<file path="src/verilog/aclkg_pkg.sv">
// Constants shared by the audio clock generator and cleaner
package aclkg_pkg;
  localparam logic [7:0] ACLKG_OFS_RATIO_CTRL = 8'h30;
  localparam logic [7:0] ACLKG_OFS_TS_LOW     = 8'h31;
  localparam logic [7:0] ACLKG_OFS_TS_MID     = 8'h32;
  localparam logic [7:0] ACLKG_OFS_TS_HIGH    = 8'h33;
  localparam logic [7:0] ACLKG_OFS_DIV_LOW    = 8'h34;
  localparam logic [7:0] ACLKG_OFS_DIV_MID    = 8'h35;
  localparam logic [7:0] ACLKG_OFS_DIV_HIGH   = 8'h36;
  localparam logic [7:0] ACLKG_OFS_FIFO_LVL   = 8'h37;

  localparam logic [7:0] ACLKG_RST_BYTE = 8'h00;

  localparam int ACLKG_POS_FRAME_RATIO = 7;
  localparam int ACLKG_POS_MCLK_LSB    = 5;
  localparam int ACLKG_POS_REF_LSB     = 3;
  localparam int ACLKG_POS_CLEAN_LSB   = 1;
  localparam int ACLKG_POS_DRIVE       = 0;
  localparam int ACLKG_POS_COEFF_LSB   = 4;
  localparam int ACLKG_POS_IN_FILL_LSB = 3;
  localparam int ACLKG_POS_OUT_FILL_LSB = 0;

  // Master-clock periods per bit-clock period, by code
  localparam logic [3:0] ACLKG_MCLK_RATIO_00 = 4'h4;
  localparam logic [3:0] ACLKG_MCLK_RATIO_01 = 4'h2;
  localparam logic [3:0] ACLKG_MCLK_RATIO_10 = 4'h1;
  localparam logic [3:0] ACLKG_MCLK_RATIO_11 = 4'h8;

  // Last bit-clock count per half frame (32 or 16 periods)
  localparam logic [4:0] ACLKG_HALF_FRAME_64 = 5'h1f;
  localparam logic [4:0] ACLKG_HALF_FRAME_32 = 5'h0f;

  // Reference divider terminal counts for /8, /4, /2
  localparam logic [2:0] ACLKG_REF_LAST_8 = 3'h7;
  localparam logic [2:0] ACLKG_REF_LAST_4 = 3'h3;
  localparam logic [2:0] ACLKG_REF_LAST_2 = 3'h1;
  localparam logic [1:0] ACLKG_REF_OSC    = 2'h3;

  localparam logic [2:0] ACLKG_FILL_MAX = 3'h7;
endpackage : aclkg_pkg

</file>
<file path="src/verilog/aclkg_sync3.sv">
// Three-stage input synchroniser with agreement filter
`timescale 1ns/1ps
`default_nettype none
module aclkg_sync3 (
  input  wire logic clk_sys,
  input  wire logic rst_n,
  input  wire logic async_in,
  output var  logic sync_out
);
  typedef struct packed {
    logic [2:0] ff;
    logic       agreed;
  } aclkg_sync_type;

  aclkg_sync_type q;
  aclkg_sync_type s;

  always_comb begin
    s = q;
    s.ff[0] = async_in;
    s.ff[1] = q.ff[0];
    s.ff[2] = q.ff[1];
    // Only stages two and three are compared; stage one may be metastable
    if (q.ff[1] == q.ff[2]) begin
      s.agreed = q.ff[2];
    end
  end

  always_ff @(posedge clk_sys or negedge rst_n) begin
    if (!rst_n) begin
      q <= '0;
    end else begin
      q <= s;
    end
  end

  assign sync_out = q.agreed;
endmodule : aclkg_sync3
`default_nettype wire

</file>
<file path="src/verilog/aclkg_audio_clock_gen_cleaner.sv">
// Audio clock generator, regenerator and digital clock cleaner
// How it works
// - Frame ratio bit picks 64 or 32
// - Two bits pick master/bit ratio 4,2,1,8
// - Reference is VCO /8,/4,/2 or oscillator
// - Nonzero cleaning mode smooths clock, ratio 1/2/4
// - Drive bit makes pins outputs, enables generation
// - 24-bit time-stamp, nonzero enables regeneration
// - 20-bit divider from two bytes plus nibble
// - Loop filter feedback divided by two^coefficient
// - Report input and output fill levels
`timescale 1ns/1ps
`default_nettype none
module aclkg_audio_clock_gen_cleaner (
  input  wire logic       clk_sys,
  input  wire logic       rst_n,
  input  wire logic [7:0] reg_addr,
  input  wire logic       reg_wr,
  input  wire logic [7:0] reg_wdata,
  input  wire logic       reg_rd,
  output var  logic [7:0] reg_rdata,
  input  wire logic       link_pll_vco_clock,
  input  wire logic       always_on_oscillator,
  input  wire logic       bit_clock_pin_in,
  output var  logic       bit_clock_pin_out,
  output var  logic       bit_clock_pin_oe,
  input  wire logic       frame_sync_pin_in,
  output var  logic       frame_sync_pin_out,
  output var  logic       frame_sync_pin_oe,
  output var  logic       master_clock_out,
  output var  logic       cleaned_clock_out
);
  typedef struct packed {
    logic [7:0]  ctrl;
    logic [23:0] cts;
    logic [19:0] n;
    logic [3:0]  coeff;
    logic [7:0]  rdata;
    logic        vco_d;
    logic        osc_d;
    logic        bclk_d;
    logic [2:0]  ref_div;
    logic [24:0] acc;
    logic [15:0] per_cnt;
    logic [15:0] est;
    logic [15:0] gap_cnt;
    logic [2:0]  grp_cnt;
    logic [2:0]  in_fill;
    logic [2:0]  out_fill;
    logic [3:0]  mdiv;
    logic [4:0]  bdiv;
    logic        mclk;
    logic        bclk;
    logic        fs;
    logic        drive;
    logic        clean_clk;
  } aclkg_state_type;

  aclkg_state_type q;
  aclkg_state_type s;

  logic [3:0] pin_raw;
  logic [3:0] pin_sync;

  assign pin_raw = {frame_sync_pin_in, bit_clock_pin_in, always_on_oscillator, link_pll_vco_clock};

  genvar gi;
  generate
    for (gi = 0; gi < 4; gi++) begin : g_sync
      aclkg_sync3 u_sync (
        .clk_sys  (clk_sys),
        .rst_n    (rst_n),
        .async_in (pin_raw[gi]),
        .sync_out (pin_sync[gi])
      );
    end
  endgenerate

  logic               vco_rise;
  logic               osc_rise;
  logic               bclk_rise;
  logic               ref_tick;
  logic               regen_tick;
  logic               src_tick;
  logic               emit;
  logic               gen_tick;
  logic               in_dec;
  logic [2:0]         ref_last;
  logic [24:0]        sum;
  logic [1:0]         clean_mode;
  logic [15:0]        interval;
  logic [2:0]         grp_last;
  logic signed [16:0] diff;
  logic signed [16:0] diff_sh;
  logic [3:0]         mclk_ratio;
  logic [4:0]         half_frame;

  always_comb begin
    s = q;
    vco_rise   = pin_sync[0] & ~q.vco_d;
    osc_rise   = pin_sync[1] & ~q.osc_d;
    bclk_rise  = pin_sync[2] & ~q.bclk_d;
    s.vco_d    = pin_sync[0];
    s.osc_d    = pin_sync[1];
    s.bclk_d   = pin_sync[2];
    ref_tick   = 1'b0;
    regen_tick = 1'b0;
    emit       = 1'b0;
    gen_tick   = 1'b0;
    in_dec     = 1'b0;
    interval   = 16'h0000;
    grp_last   = 3'h0;
    diff       = 17'sh00000;
    diff_sh    = 17'sh00000;

    // Register writes; the fill-level register has no write path
    if (reg_wr) begin
      case (reg_addr)
        aclkg_pkg::ACLKG_OFS_RATIO_CTRL: s.ctrl = reg_wdata;
        aclkg_pkg::ACLKG_OFS_TS_LOW:     s.cts[7:0] = reg_wdata;
        aclkg_pkg::ACLKG_OFS_TS_MID:     s.cts[15:8] = reg_wdata;
        aclkg_pkg::ACLKG_OFS_TS_HIGH:    s.cts[23:16] = reg_wdata;
        aclkg_pkg::ACLKG_OFS_DIV_LOW:    s.n[7:0] = reg_wdata;
        aclkg_pkg::ACLKG_OFS_DIV_MID:    s.n[15:8] = reg_wdata;
        aclkg_pkg::ACLKG_OFS_DIV_HIGH: begin
          s.n[19:16] = reg_wdata[3:0];
          s.coeff    = reg_wdata[aclkg_pkg::ACLKG_POS_COEFF_LSB +: 4];
        end
        default: ;
      endcase
    end

    // Registered read data, zero for unmapped offsets
    if (reg_rd) begin
      case (reg_addr)
        aclkg_pkg::ACLKG_OFS_RATIO_CTRL: s.rdata = q.ctrl;
        aclkg_pkg::ACLKG_OFS_TS_LOW:     s.rdata = q.cts[7:0];
        aclkg_pkg::ACLKG_OFS_TS_MID:     s.rdata = q.cts[15:8];
        aclkg_pkg::ACLKG_OFS_TS_HIGH:    s.rdata = q.cts[23:16];
        aclkg_pkg::ACLKG_OFS_DIV_LOW:    s.rdata = q.n[7:0];
        aclkg_pkg::ACLKG_OFS_DIV_MID:    s.rdata = q.n[15:8];
        aclkg_pkg::ACLKG_OFS_DIV_HIGH:   s.rdata = {q.coeff, q.n[19:16]};
        aclkg_pkg::ACLKG_OFS_FIFO_LVL:   s.rdata = {2'h0, q.in_fill, q.out_fill};
        default:                         s.rdata = aclkg_pkg::ACLKG_RST_BYTE;
      endcase
    end

    // Reference selection
    case (q.ctrl[aclkg_pkg::ACLKG_POS_REF_LSB +: 2])
      2'h0:    ref_last = aclkg_pkg::ACLKG_REF_LAST_8;
      2'h1:    ref_last = aclkg_pkg::ACLKG_REF_LAST_4;
      2'h2:    ref_last = aclkg_pkg::ACLKG_REF_LAST_2;
      default: ref_last = aclkg_pkg::ACLKG_REF_LAST_2;
    endcase
    if (q.ctrl[aclkg_pkg::ACLKG_POS_REF_LSB +: 2] == aclkg_pkg::ACLKG_REF_OSC) begin
      ref_tick  = osc_rise;
      s.ref_div = 3'h0;
    end else if (vco_rise) begin
      if (q.ref_div >= ref_last) begin
        ref_tick  = 1'b1;
        s.ref_div = 3'h0;
      end else begin
        s.ref_div = q.ref_div + 3'h1;
      end
    end

    // Time-stamp/divider regeneration; one output tick per cycle, so keep divider below time-stamp
    sum = q.acc + (ref_tick ? {5'h00, q.n} : 25'h0000000);
    if ((q.cts != 24'h000000) && (sum >= {1'b0, q.cts})) begin
      regen_tick = 1'b1;
      sum        = sum - {1'b0, q.cts};
    end
    s.acc = (q.cts != 24'h000000) ? sum : 25'h0000000;

    if (q.ctrl[aclkg_pkg::ACLKG_POS_DRIVE]) begin
      src_tick = (q.cts != 24'h000000) ? regen_tick : ref_tick;
    end else begin
      src_tick = bclk_rise;
    end

    // Cleaner: period estimate filtered, ratio ticks paced per input period
    clean_mode = q.ctrl[aclkg_pkg::ACLKG_POS_CLEAN_LSB +: 2];
    if (clean_mode == 2'h0) begin
      gen_tick   = src_tick;
      s.in_fill  = 3'h0;
      s.out_fill = 3'h0;
      s.per_cnt  = 16'h0000;
      s.gap_cnt  = 16'h0000;
      s.grp_cnt  = 3'h0;
    end else begin
      s.per_cnt = (q.per_cnt == 16'hffff) ? q.per_cnt : q.per_cnt + 16'h0001;
      if (src_tick) begin
        diff      = $signed({1'b0, q.per_cnt}) - $signed({1'b0, q.est});
        diff_sh   = diff >>> q.coeff;
        s.est     = q.est + diff_sh[15:0];
        s.per_cnt = 16'h0000;
      end
      case (clean_mode)
        2'h1:    begin interval = q.est;      grp_last = 3'h0; end
        2'h2:    begin interval = q.est >> 1; grp_last = 3'h1; end
        default: begin interval = q.est >> 2; grp_last = 3'h3; end
      endcase
      s.gap_cnt = (q.gap_cnt == 16'hffff) ? q.gap_cnt : q.gap_cnt + 16'h0001;
      if ((q.in_fill != 3'h0) && (q.gap_cnt >= interval)) begin
        emit      = 1'b1;
        s.gap_cnt = 16'h0000;
        if (q.grp_cnt >= grp_last) begin
          s.grp_cnt = 3'h0;
          in_dec    = 1'b1;
        end else begin
          s.grp_cnt = q.grp_cnt + 3'h1;
        end
      end
      // Saturating fill counts; arrival and departure together leave level unchanged
      if (src_tick && !in_dec && (q.in_fill != aclkg_pkg::ACLKG_FILL_MAX)) begin
        s.in_fill = q.in_fill + 3'h1;
      end else if (!src_tick && in_dec) begin
        s.in_fill = q.in_fill - 3'h1;
      end
      gen_tick = (q.out_fill != 3'h0);
      if (emit && !gen_tick && (q.out_fill != aclkg_pkg::ACLKG_FILL_MAX)) begin
        s.out_fill = q.out_fill + 3'h1;
      end else if (!emit && gen_tick) begin
        s.out_fill = q.out_fill - 3'h1;
      end
    end

    if (gen_tick) begin
      s.clean_clk = ~q.clean_clk;
    end

    // Master, bit and frame clock generation
    case (q.ctrl[aclkg_pkg::ACLKG_POS_MCLK_LSB +: 2])
      2'h0:    mclk_ratio = aclkg_pkg::ACLKG_MCLK_RATIO_00;
      2'h1:    mclk_ratio = aclkg_pkg::ACLKG_MCLK_RATIO_01;
      2'h2:    mclk_ratio = aclkg_pkg::ACLKG_MCLK_RATIO_10;
      default: mclk_ratio = aclkg_pkg::ACLKG_MCLK_RATIO_11;
    endcase
    half_frame = q.ctrl[aclkg_pkg::ACLKG_POS_FRAME_RATIO] ?
                 aclkg_pkg::ACLKG_HALF_FRAME_32 : aclkg_pkg::ACLKG_HALF_FRAME_64;
    s.drive = q.ctrl[aclkg_pkg::ACLKG_POS_DRIVE];
    if (!q.ctrl[aclkg_pkg::ACLKG_POS_DRIVE]) begin
      s.mclk = 1'b0;
      s.bclk = 1'b0;
      s.fs   = 1'b0;
      s.mdiv = 4'h0;
      s.bdiv = 5'h00;
    end else if (gen_tick) begin
      s.mclk = ~q.mclk;
      // Bit clock toggles every ratio master ticks, so its period is ratio master periods
      if (q.mdiv >= mclk_ratio - 4'h1) begin
        s.mdiv = 4'h0;
        s.bclk = ~q.bclk;
        if (q.bclk) begin
          if (q.bdiv >= half_frame) begin
            s.bdiv = 5'h00;
            s.fs   = ~q.fs;
          end else begin
            s.bdiv = q.bdiv + 5'h01;
          end
        end
      end else begin
        s.mdiv = q.mdiv + 4'h1;
      end
    end
  end

  always_ff @(posedge clk_sys or negedge rst_n) begin
    if (!rst_n) begin
      q <= '0;
    end else begin
      q <= s;
    end
  end

  assign reg_rdata          = q.rdata;
  assign bit_clock_pin_out  = q.bclk;
  assign bit_clock_pin_oe   = q.drive;
  assign frame_sync_pin_out = q.fs;
  assign frame_sync_pin_oe  = q.drive;
  assign master_clock_out   = q.mclk;
  assign cleaned_clock_out  = q.clean_clk;
endmodule : aclkg_audio_clock_gen_cleaner
`default_nettype wire

</file>
<file path="config.mk">
export PLATFORM = sky130hd
export DESIGN_NAME = aclkg_audio_clock_gen_cleaner
export DESIGN_NICKNAME = d
export VERILOG_FILES = /design/src/verilog/aclkg_pkg.sv /design/src/verilog/aclkg_sync3.sv /design/src/verilog/aclkg_audio_clock_gen_cleaner.sv
export SDC_FILE = /design/constraint.sdc
export NUM_CORES = 1
export LEC_CHECK = 0
export BUFFER_PORTS_ARGS = -buffer_cell sky130_fd_sc_hd__buf_4
export CAP_MARGIN = 10
export CORE_ASPECT_RATIO = 0.7
export CORE_MARGIN = 10
export CORE_UTILIZATION = 65
export DETAILED_ROUTE_END_ITERATION = 6
export GPL_TIMING_DRIVEN = 0
export PLACE_DENSITY = 0.87
export SYNTH_ARGS = -nofsm -noshare
export SYNTH_HDL_FRONTEND = slang
export SYNTH_SLANG_ARGS = --single-unit
</file>
<file path="constraint.sdc">
create_clock -name clk_sys -period 13.1 [get_ports clk_sys]
set_clock_uncertainty 0.2 [all_clocks]
set_input_delay 0.655 -clock clk_sys [delete_from_list [all_inputs] [get_ports clk_sys]]
set_output_delay 0.655 -clock clk_sys [all_outputs]
set_load 0.01 [all_outputs]
</file>
Word-level counts from Yosys, hierarchy flattened --
Cells that the tools add are included.
Storage, ports and cells: register bits 178, logic and storage cells 172
Operators by class: add/sub/neg operators 15, magnitude comparators 6, equal/unequal tests 27, shift-type cells 1, multiplexer cells 46, bitwise logic cells 11, reduce and logical (&&, ||, !) cells 33
Operators with widths (count):
- $mux W25 | 3
- $eq A8 B6 Y1 const B | 8
- $mux W16 | 4
- $pmux W8 S8 | 1
- $add A16 B1 Y16 const B | 2
- $eq A16 B16 Y1 const B | 2
- $mux W32 | 1
- $pmux W16 S2 | 1
- $mux W3 | 9
- $add A25 B20 Y25 | 1
- $ge A25 B24 Y1 | 1
- $sub A25 B24 Y25 | 1
- $mux W12 | 2
- $reduce_bool A24 Y1 | 1
- $mux W20 | 1
- $mux W5 | 4
- $mux W19 | 1
- $reduce_and A2 Y1 | 9
- $sshr A17 B4 Y16 | 1
- $sub A16 B16 Y17 | 1
- $add A16 B16 Y16 | 1
- $ge A16 B16 Y1 | 1
- $mux W1 | 14
- $add A3 B1 Y3 const B | 4
- 28 further kinds | 65

Depth between registers and ports, before layout --
word-level depth 18, depth in mapped cells 34

By module --
From an unflattened synthesis, not the netlist that was laid out.
Unflattened totals: cell total of the unflattened synthesis 1441, area total of the unflattened synthesis 13271.5 um^2
Modules (own cells, without submodules):
- aclkg_audio_clock_gen_cleaner | instances 1, cells each 1426, area an instance 12937.4 um^2, sequential area each 4154.0 um^2
- aclkg_sync3 | instances 3, cells each 5, area an instance 111.4 um^2, sequential area each 100.1 um^2

Worst setup path before layout --
Ideal clock, no wire load.
kind register to register, start point register q[162] (netlist bit), end point register q[19] (netlist bit), data arrival time 6.533 ns, setup slack 6.234 ns, stages on the path, launching flop included 32, cells stage by stage dfrtp_1 -> or2_2 -> ha_1 -> a221o_1 -> inv_1 -> a311oi_1 -> clkbuf_1 -> and2_1 -> ha_1 -> nor2b_1 -> o31a_1 -> o221ai_2 -> nand2b_1 -> a21o_1 -> a221o_1 -> o41ai_1 -> xnor2_1 -> ha_1 -> buf_6 -> a21o_1 -> a21o_1 -> a21oi_2 -> nand2b_1 -> o31ai_4 -> o211ai_4 -> o211ai_4 -> and2_4 -> nor2b_1 -> fa_1 -> a211o_1 -> o2111ai_1 -> o31ai_1
On the way: word-level cells in the longest chain between the ends 17, elaborated cells between the ends (all ways) 22, classes of those cells add/sub (1); order compare (2); eq/ne (2); mux (10); reduce/logical (7)
Ends and longest elaborated chain:
- start: declaration | RTL line aclkg_audio_clock_gen_cleaner.sv:59 | aclkg_state_type q;
- start signal: assignment | RTL line aclkg_audio_clock_gen_cleaner.sv:272 | q <= s;
- $eq A2 B1 Y1 or $logic_not A2 Y1 (tied branches) | RTL line aclkg_audio_clock_gen_cleaner.sv:149 | case (q.ctrl[aclkg_pkg::ACLKG_POS_REF_LSB +: 2])
- $pmux W3 S2 | RTL line aclkg_audio_clock_gen_cleaner.sv:149
- $ge A3 B3 Y1 | RTL line aclkg_audio_clock_gen_cleaner.sv:159 | if (q.ref_div >= ref_last) begin
- $mux W1 | RTL line aclkg_audio_clock_gen_cleaner.sv:159
- $mux W1 | RTL line aclkg_audio_clock_gen_cleaner.sv:158 | end else if (vco_rise) begin
- $mux W1 * | RTL line aclkg_audio_clock_gen_cleaner.sv:155 | if (q.ctrl[aclkg_pkg::ACLKG_POS_REF_LSB +: 2] == aclkg_pkg::ACLKG_REF_OSC) begin
- $mux W20 | RTL line aclkg_audio_clock_gen_cleaner.sv:168 | sum = q.acc + (ref_tick ? {5'h00, q.n} : 25'h0000000);
- $add A25 B20 Y25 | RTL line aclkg_audio_clock_gen_cleaner.sv:168
- $ge A25 B24 Y1 | RTL line aclkg_audio_clock_gen_cleaner.sv:169 | if ((q.cts != 24'h000000) && (sum >= {1'b0, q.cts})) begin
- $logic_and A1 B1 Y1 | RTL line aclkg_audio_clock_gen_cleaner.sv:169
- $mux W1 | RTL line aclkg_audio_clock_gen_cleaner.sv:169
- $mux W1 * | RTL line aclkg_audio_clock_gen_cleaner.sv:176 | src_tick = (q.cts != 24'h000000) ? regen_tick : ref_tick;
- $mux W1 * | RTL line aclkg_audio_clock_gen_cleaner.sv:175 | if (q.ctrl[aclkg_pkg::ACLKG_POS_DRIVE]) begin
- $logic_and A1 B1 Y1 (2 in series) | RTL line aclkg_audio_clock_gen_cleaner.sv:215 | if (src_tick && !in_dec && (q.in_fill != aclkg_pkg::ACLKG_FILL_MAX)) begin
- $mux W3 | RTL line aclkg_audio_clock_gen_cleaner.sv:215
- $mux W25 | RTL line aclkg_audio_clock_gen_cleaner.sv:183 | if (clean_mode == 2'h0) begin
Mark *: on every way between the ends. The rest lies on a longest branch, timed or not. A chain may end at the register's enable or synchronous reset.

Final worst setup path --
Ends and elaborated chain as after synthesis.

==> impl_metrics.py <==
metrics = {
    "clocking": {
        "postCtsSetupBuffers": 0,
        "cts.path.max_buffers": 2,
        "htreeDepth": 4,
        "cts_sinks": 178,
        "root_buffer": "clkbuf_16",
        "cts_made_buffers": 17,
        "post_cts_resized": 0,
        "clk_pin_slew_ps": 70,
        "clk_latency_ps": 450,
        "cts_tree": "yes",
        "holdBufCountCts": 0,
    },
    "synthesis": {
        "synth_edf_count": 0,
        "syn_area_per_cell_um2": 9.252,
        "async_flop_share_pct": 100.0,
        "synth_flop_cell": "dfrtp_1",
        "syn_inst": 1417,
        "seq_area_frac_synth_pct": 33.98,
        "ys_types": 89,
        "ys_ff_latch": 178,
        "syn-cell-area_mm2": 0.01311,
        "yosysWarnings": 0,
        "syn-num-nets": 1557,
    },
    "flow_run": {
        "maxCapViolations": 0,
    },
    "setup_path": {
        "cp-startpoint": "q[162]",
        "cp-start-kind": "flip-flop",
        "crit_family": "compound AO/OA/AOI/OAI gates",
        "reg2reg_from": "q[162]",
        "cp_max_fo": 10,
        "critical_path_required_ps": 13210,
        "crit_buf_inv": 4,
        "endpoint_kind": "flip-flop",
        "path_class": "flip-flop to flip-flop",
        "cp_data_arrival_time_ps": 8500,
        "slowest_delay_ps": 620,
        "cpMaxStageDelayCell": "a311oi_1",
    },
    "run_status": {
        "status": "finished with violations",
        "violations": "DRC, hold timing",
    },
    "cells_and_area": {
        "diodes": 0,
        "layout.cells.non_filler": 1754,
        "n_fill_cell": 1450,
        "area_growth_pct": 9.286,
        "layout_commonest_cell": "dfrtp_1",
        "nets": 1612,
        "multiInputGateArea_mm2": 0.008140,
        "area.sequential_mm2": 0.004454,
        "drive_above_1_share_pct": 12.20,
        "final_cell_mix": "178 x dfrtp_1, 140 x nor2_1, 111 x nand2_1, 111 x ha_1, 84 x a21oi_1",
    },
    "global_routing": {
        "antenna_found_initial": 1,
        "grt_usage_pct": 26.42,
        "grt_pass1_vias": 10931,
        "grt_pass1_wl_um": 56880,
        "grt_max_degree": 99,
        "grt_overflow": 0,
    },
    "sta": {
        "post-route-period-util_pct": 64.01,
        "rsz0062_at_grt": "false",
        "period_minus_slack_ps": 8385,
        "finalSetupTns_ps": 0,
        "max_freq_mhz": 119.3,
        "setup_viol": 0,
        "whs_ps": -22.98,
        "tightest_slew_ps": 1169,
        "maxSlewHeadroom_pct": 21.44,
        "maxSlewViolCount": 0,
        "hold_viol": 6,
    },
    "routing": {
        "num_vias": 11419,
        "wirelength_um": 35090,
        "drt_iter0_drc": 1463,
        "postRouteAntennaNets": 0,
        "drc": 8,
        "routed_via_density": 6.510,
        "dr.pass1.iters": 7,
        "wl_per_cell_um": 20.00,
    },
    "floorplan": {
        "num_rows": 43,
        "die_y_um": 138.8,
        "dieArea_mm2": 0.02634,
        "ios": 38,
        "initial_core_util_pct": 66.22,
        "die_w_um": 189.7,
        "coreArea_mm2": 0.01980,
    },
    "power": {
        "p_leak_nw": 6.538,
        "clkPwrFrac_pct": 17.4,
        "p_seq_share_pct": 23.1,
        "p_per_area_mw_per_mm2": 207.5,
        "combPwrFrac_pct": 59.5,
        "swShare_pct": 45.25,
        "ir_worst_vdd_uv": 129.0,
        "p_sw_mw": 1.345,
        "internal_power_mw": 1.628,
    },
    "place": {
        "dpl.cell_count": 1722,
        "hpwlAfterDp_um": 26210,
        "portBuffers": 34,
        "gp_congestion": 0.9718,
    },
    "min_path": {
        "hold_class": "input port to asynchronous set/reset pin",
    },
}
-- cells by family after synthesis --
group | after synthesis | share of synthesized area, %
buffers and inverters | 125 | 3.932
XOR/XNOR | 92 | 6.289
multiplexers | 95 | 8.227
adder cells (fa/ha/maj) | 119 | 11.59
AO/OA/AOI/OAI | 367 | 19.66
AND/OR/NAND/NOR | 441 | 16.33
flip-flops | 178 | 33.98
-- worst register-to-register path: cells and delay by family (launching register included) --
family / cells / cell delay [ps]
buffers and inverters: 4 / 670
adder cells (fa/ha/maj): 4 / 1210
XOR/XNOR: 1 / 180
flip-flops: 1 / 460
AO/OA/AOI/OAI: 15 / 4170
AND/OR/NAND/NOR: 9 / 1360
-- flip-flops by register name (all words and copies together) (netlist names) --
| register | count |
|---|---|
| q | 151 |
| g_sync.u_sync.q | 9 |
| reg_rdata | 8 |
| g_sync.u_sync.sync_out | 3 |
| clean_mode | 2 |
| bit_clock_pin_oe | 1 |
| bit_clock_pin_out | 1 |
| cleaned_clock_out | 1 |
| frame_sync_pin_out | 1 |
| master_clock_out | 1 |
-- power by group through the flow --
| stage | clock network [mW] | registers, mW | logic (mW) |
|---|---|---|---|
| floorplan | 0 | 0.671 | 1.35 |
| CTS | 0.516 | 0.683 | 1.72 |
| global placement | 0 | 0.688 | 1.64 |
| detailed placement | 0 | 0.693 | 1.70 |
| global route | 0.536 | 0.694 | 1.94 |
| finish | 0.516 | 0.686 | 1.77 |
-- cells in the mapped netlist, types with 29 or more instances --
library cell,count,area [µm²]
clkbuf_1,30,112.6
nor2_1,140,525.5
xnor2_1,52,455.4
xor2_1,39,341.6
mux2_2,60,675.7
dfrtp_1,178,4454
nand2_1,111,416.7
mux2i_1,29,290.3
a21oi_1,84,420.4
o21ai_0,69,345.3
ha_1,111,1389
inv_1,74,277.8
-- final cells by class --
cell class                 count  area share, %
buffer                        47          1.554
tap                          270          2.358
clock inverter                13          1.013
inverter                      78          2.043
multi-input combinational   1114          56.82
clock buffer                  18          3.065
sequential                   178          31.09
timing repair buffer          36          2.061
-- per-layer routing --
layer / vias up / GRT usage [%] / part of all wire (%)
met5: - / 0 / 0.048
met4: 2 / 8.038 / 2.5
met3: 98 / 6.633 / 10
met2: 578 / 38.93 / 43
met1: 5491 / 37.29 / 44
li1: 5250 / - / -
-- through the flow --
stage                     cell area (µm²)  total power [mW]  utilization [%]  setup slack (ps)
after floorplan                     13110             2.021                -              6234
after detailed placement            13740             2.390            69.39              5016
final                               14330             2.973            72.36              4715
after CTS                           14320             2.920            72.34              4927
after global placement              13700             2.330            69.21              5223
after global routing                14330             3.165            72.36              4261
-- final timing paths --
kind	end	slack, ps	cells past startpoint
max in group asynchronous	q[89]	11800	2
min	q[6]	-20	1
max reg2reg	q[19]	4720	33
min in group clk_sys	g_sync[0].u_sync.q[1]	110	1
min reg2reg	g_sync[1].u_sync.q[2]	150	0
max	q[19]	4720	33
Power figures use the tool's default switching activity.
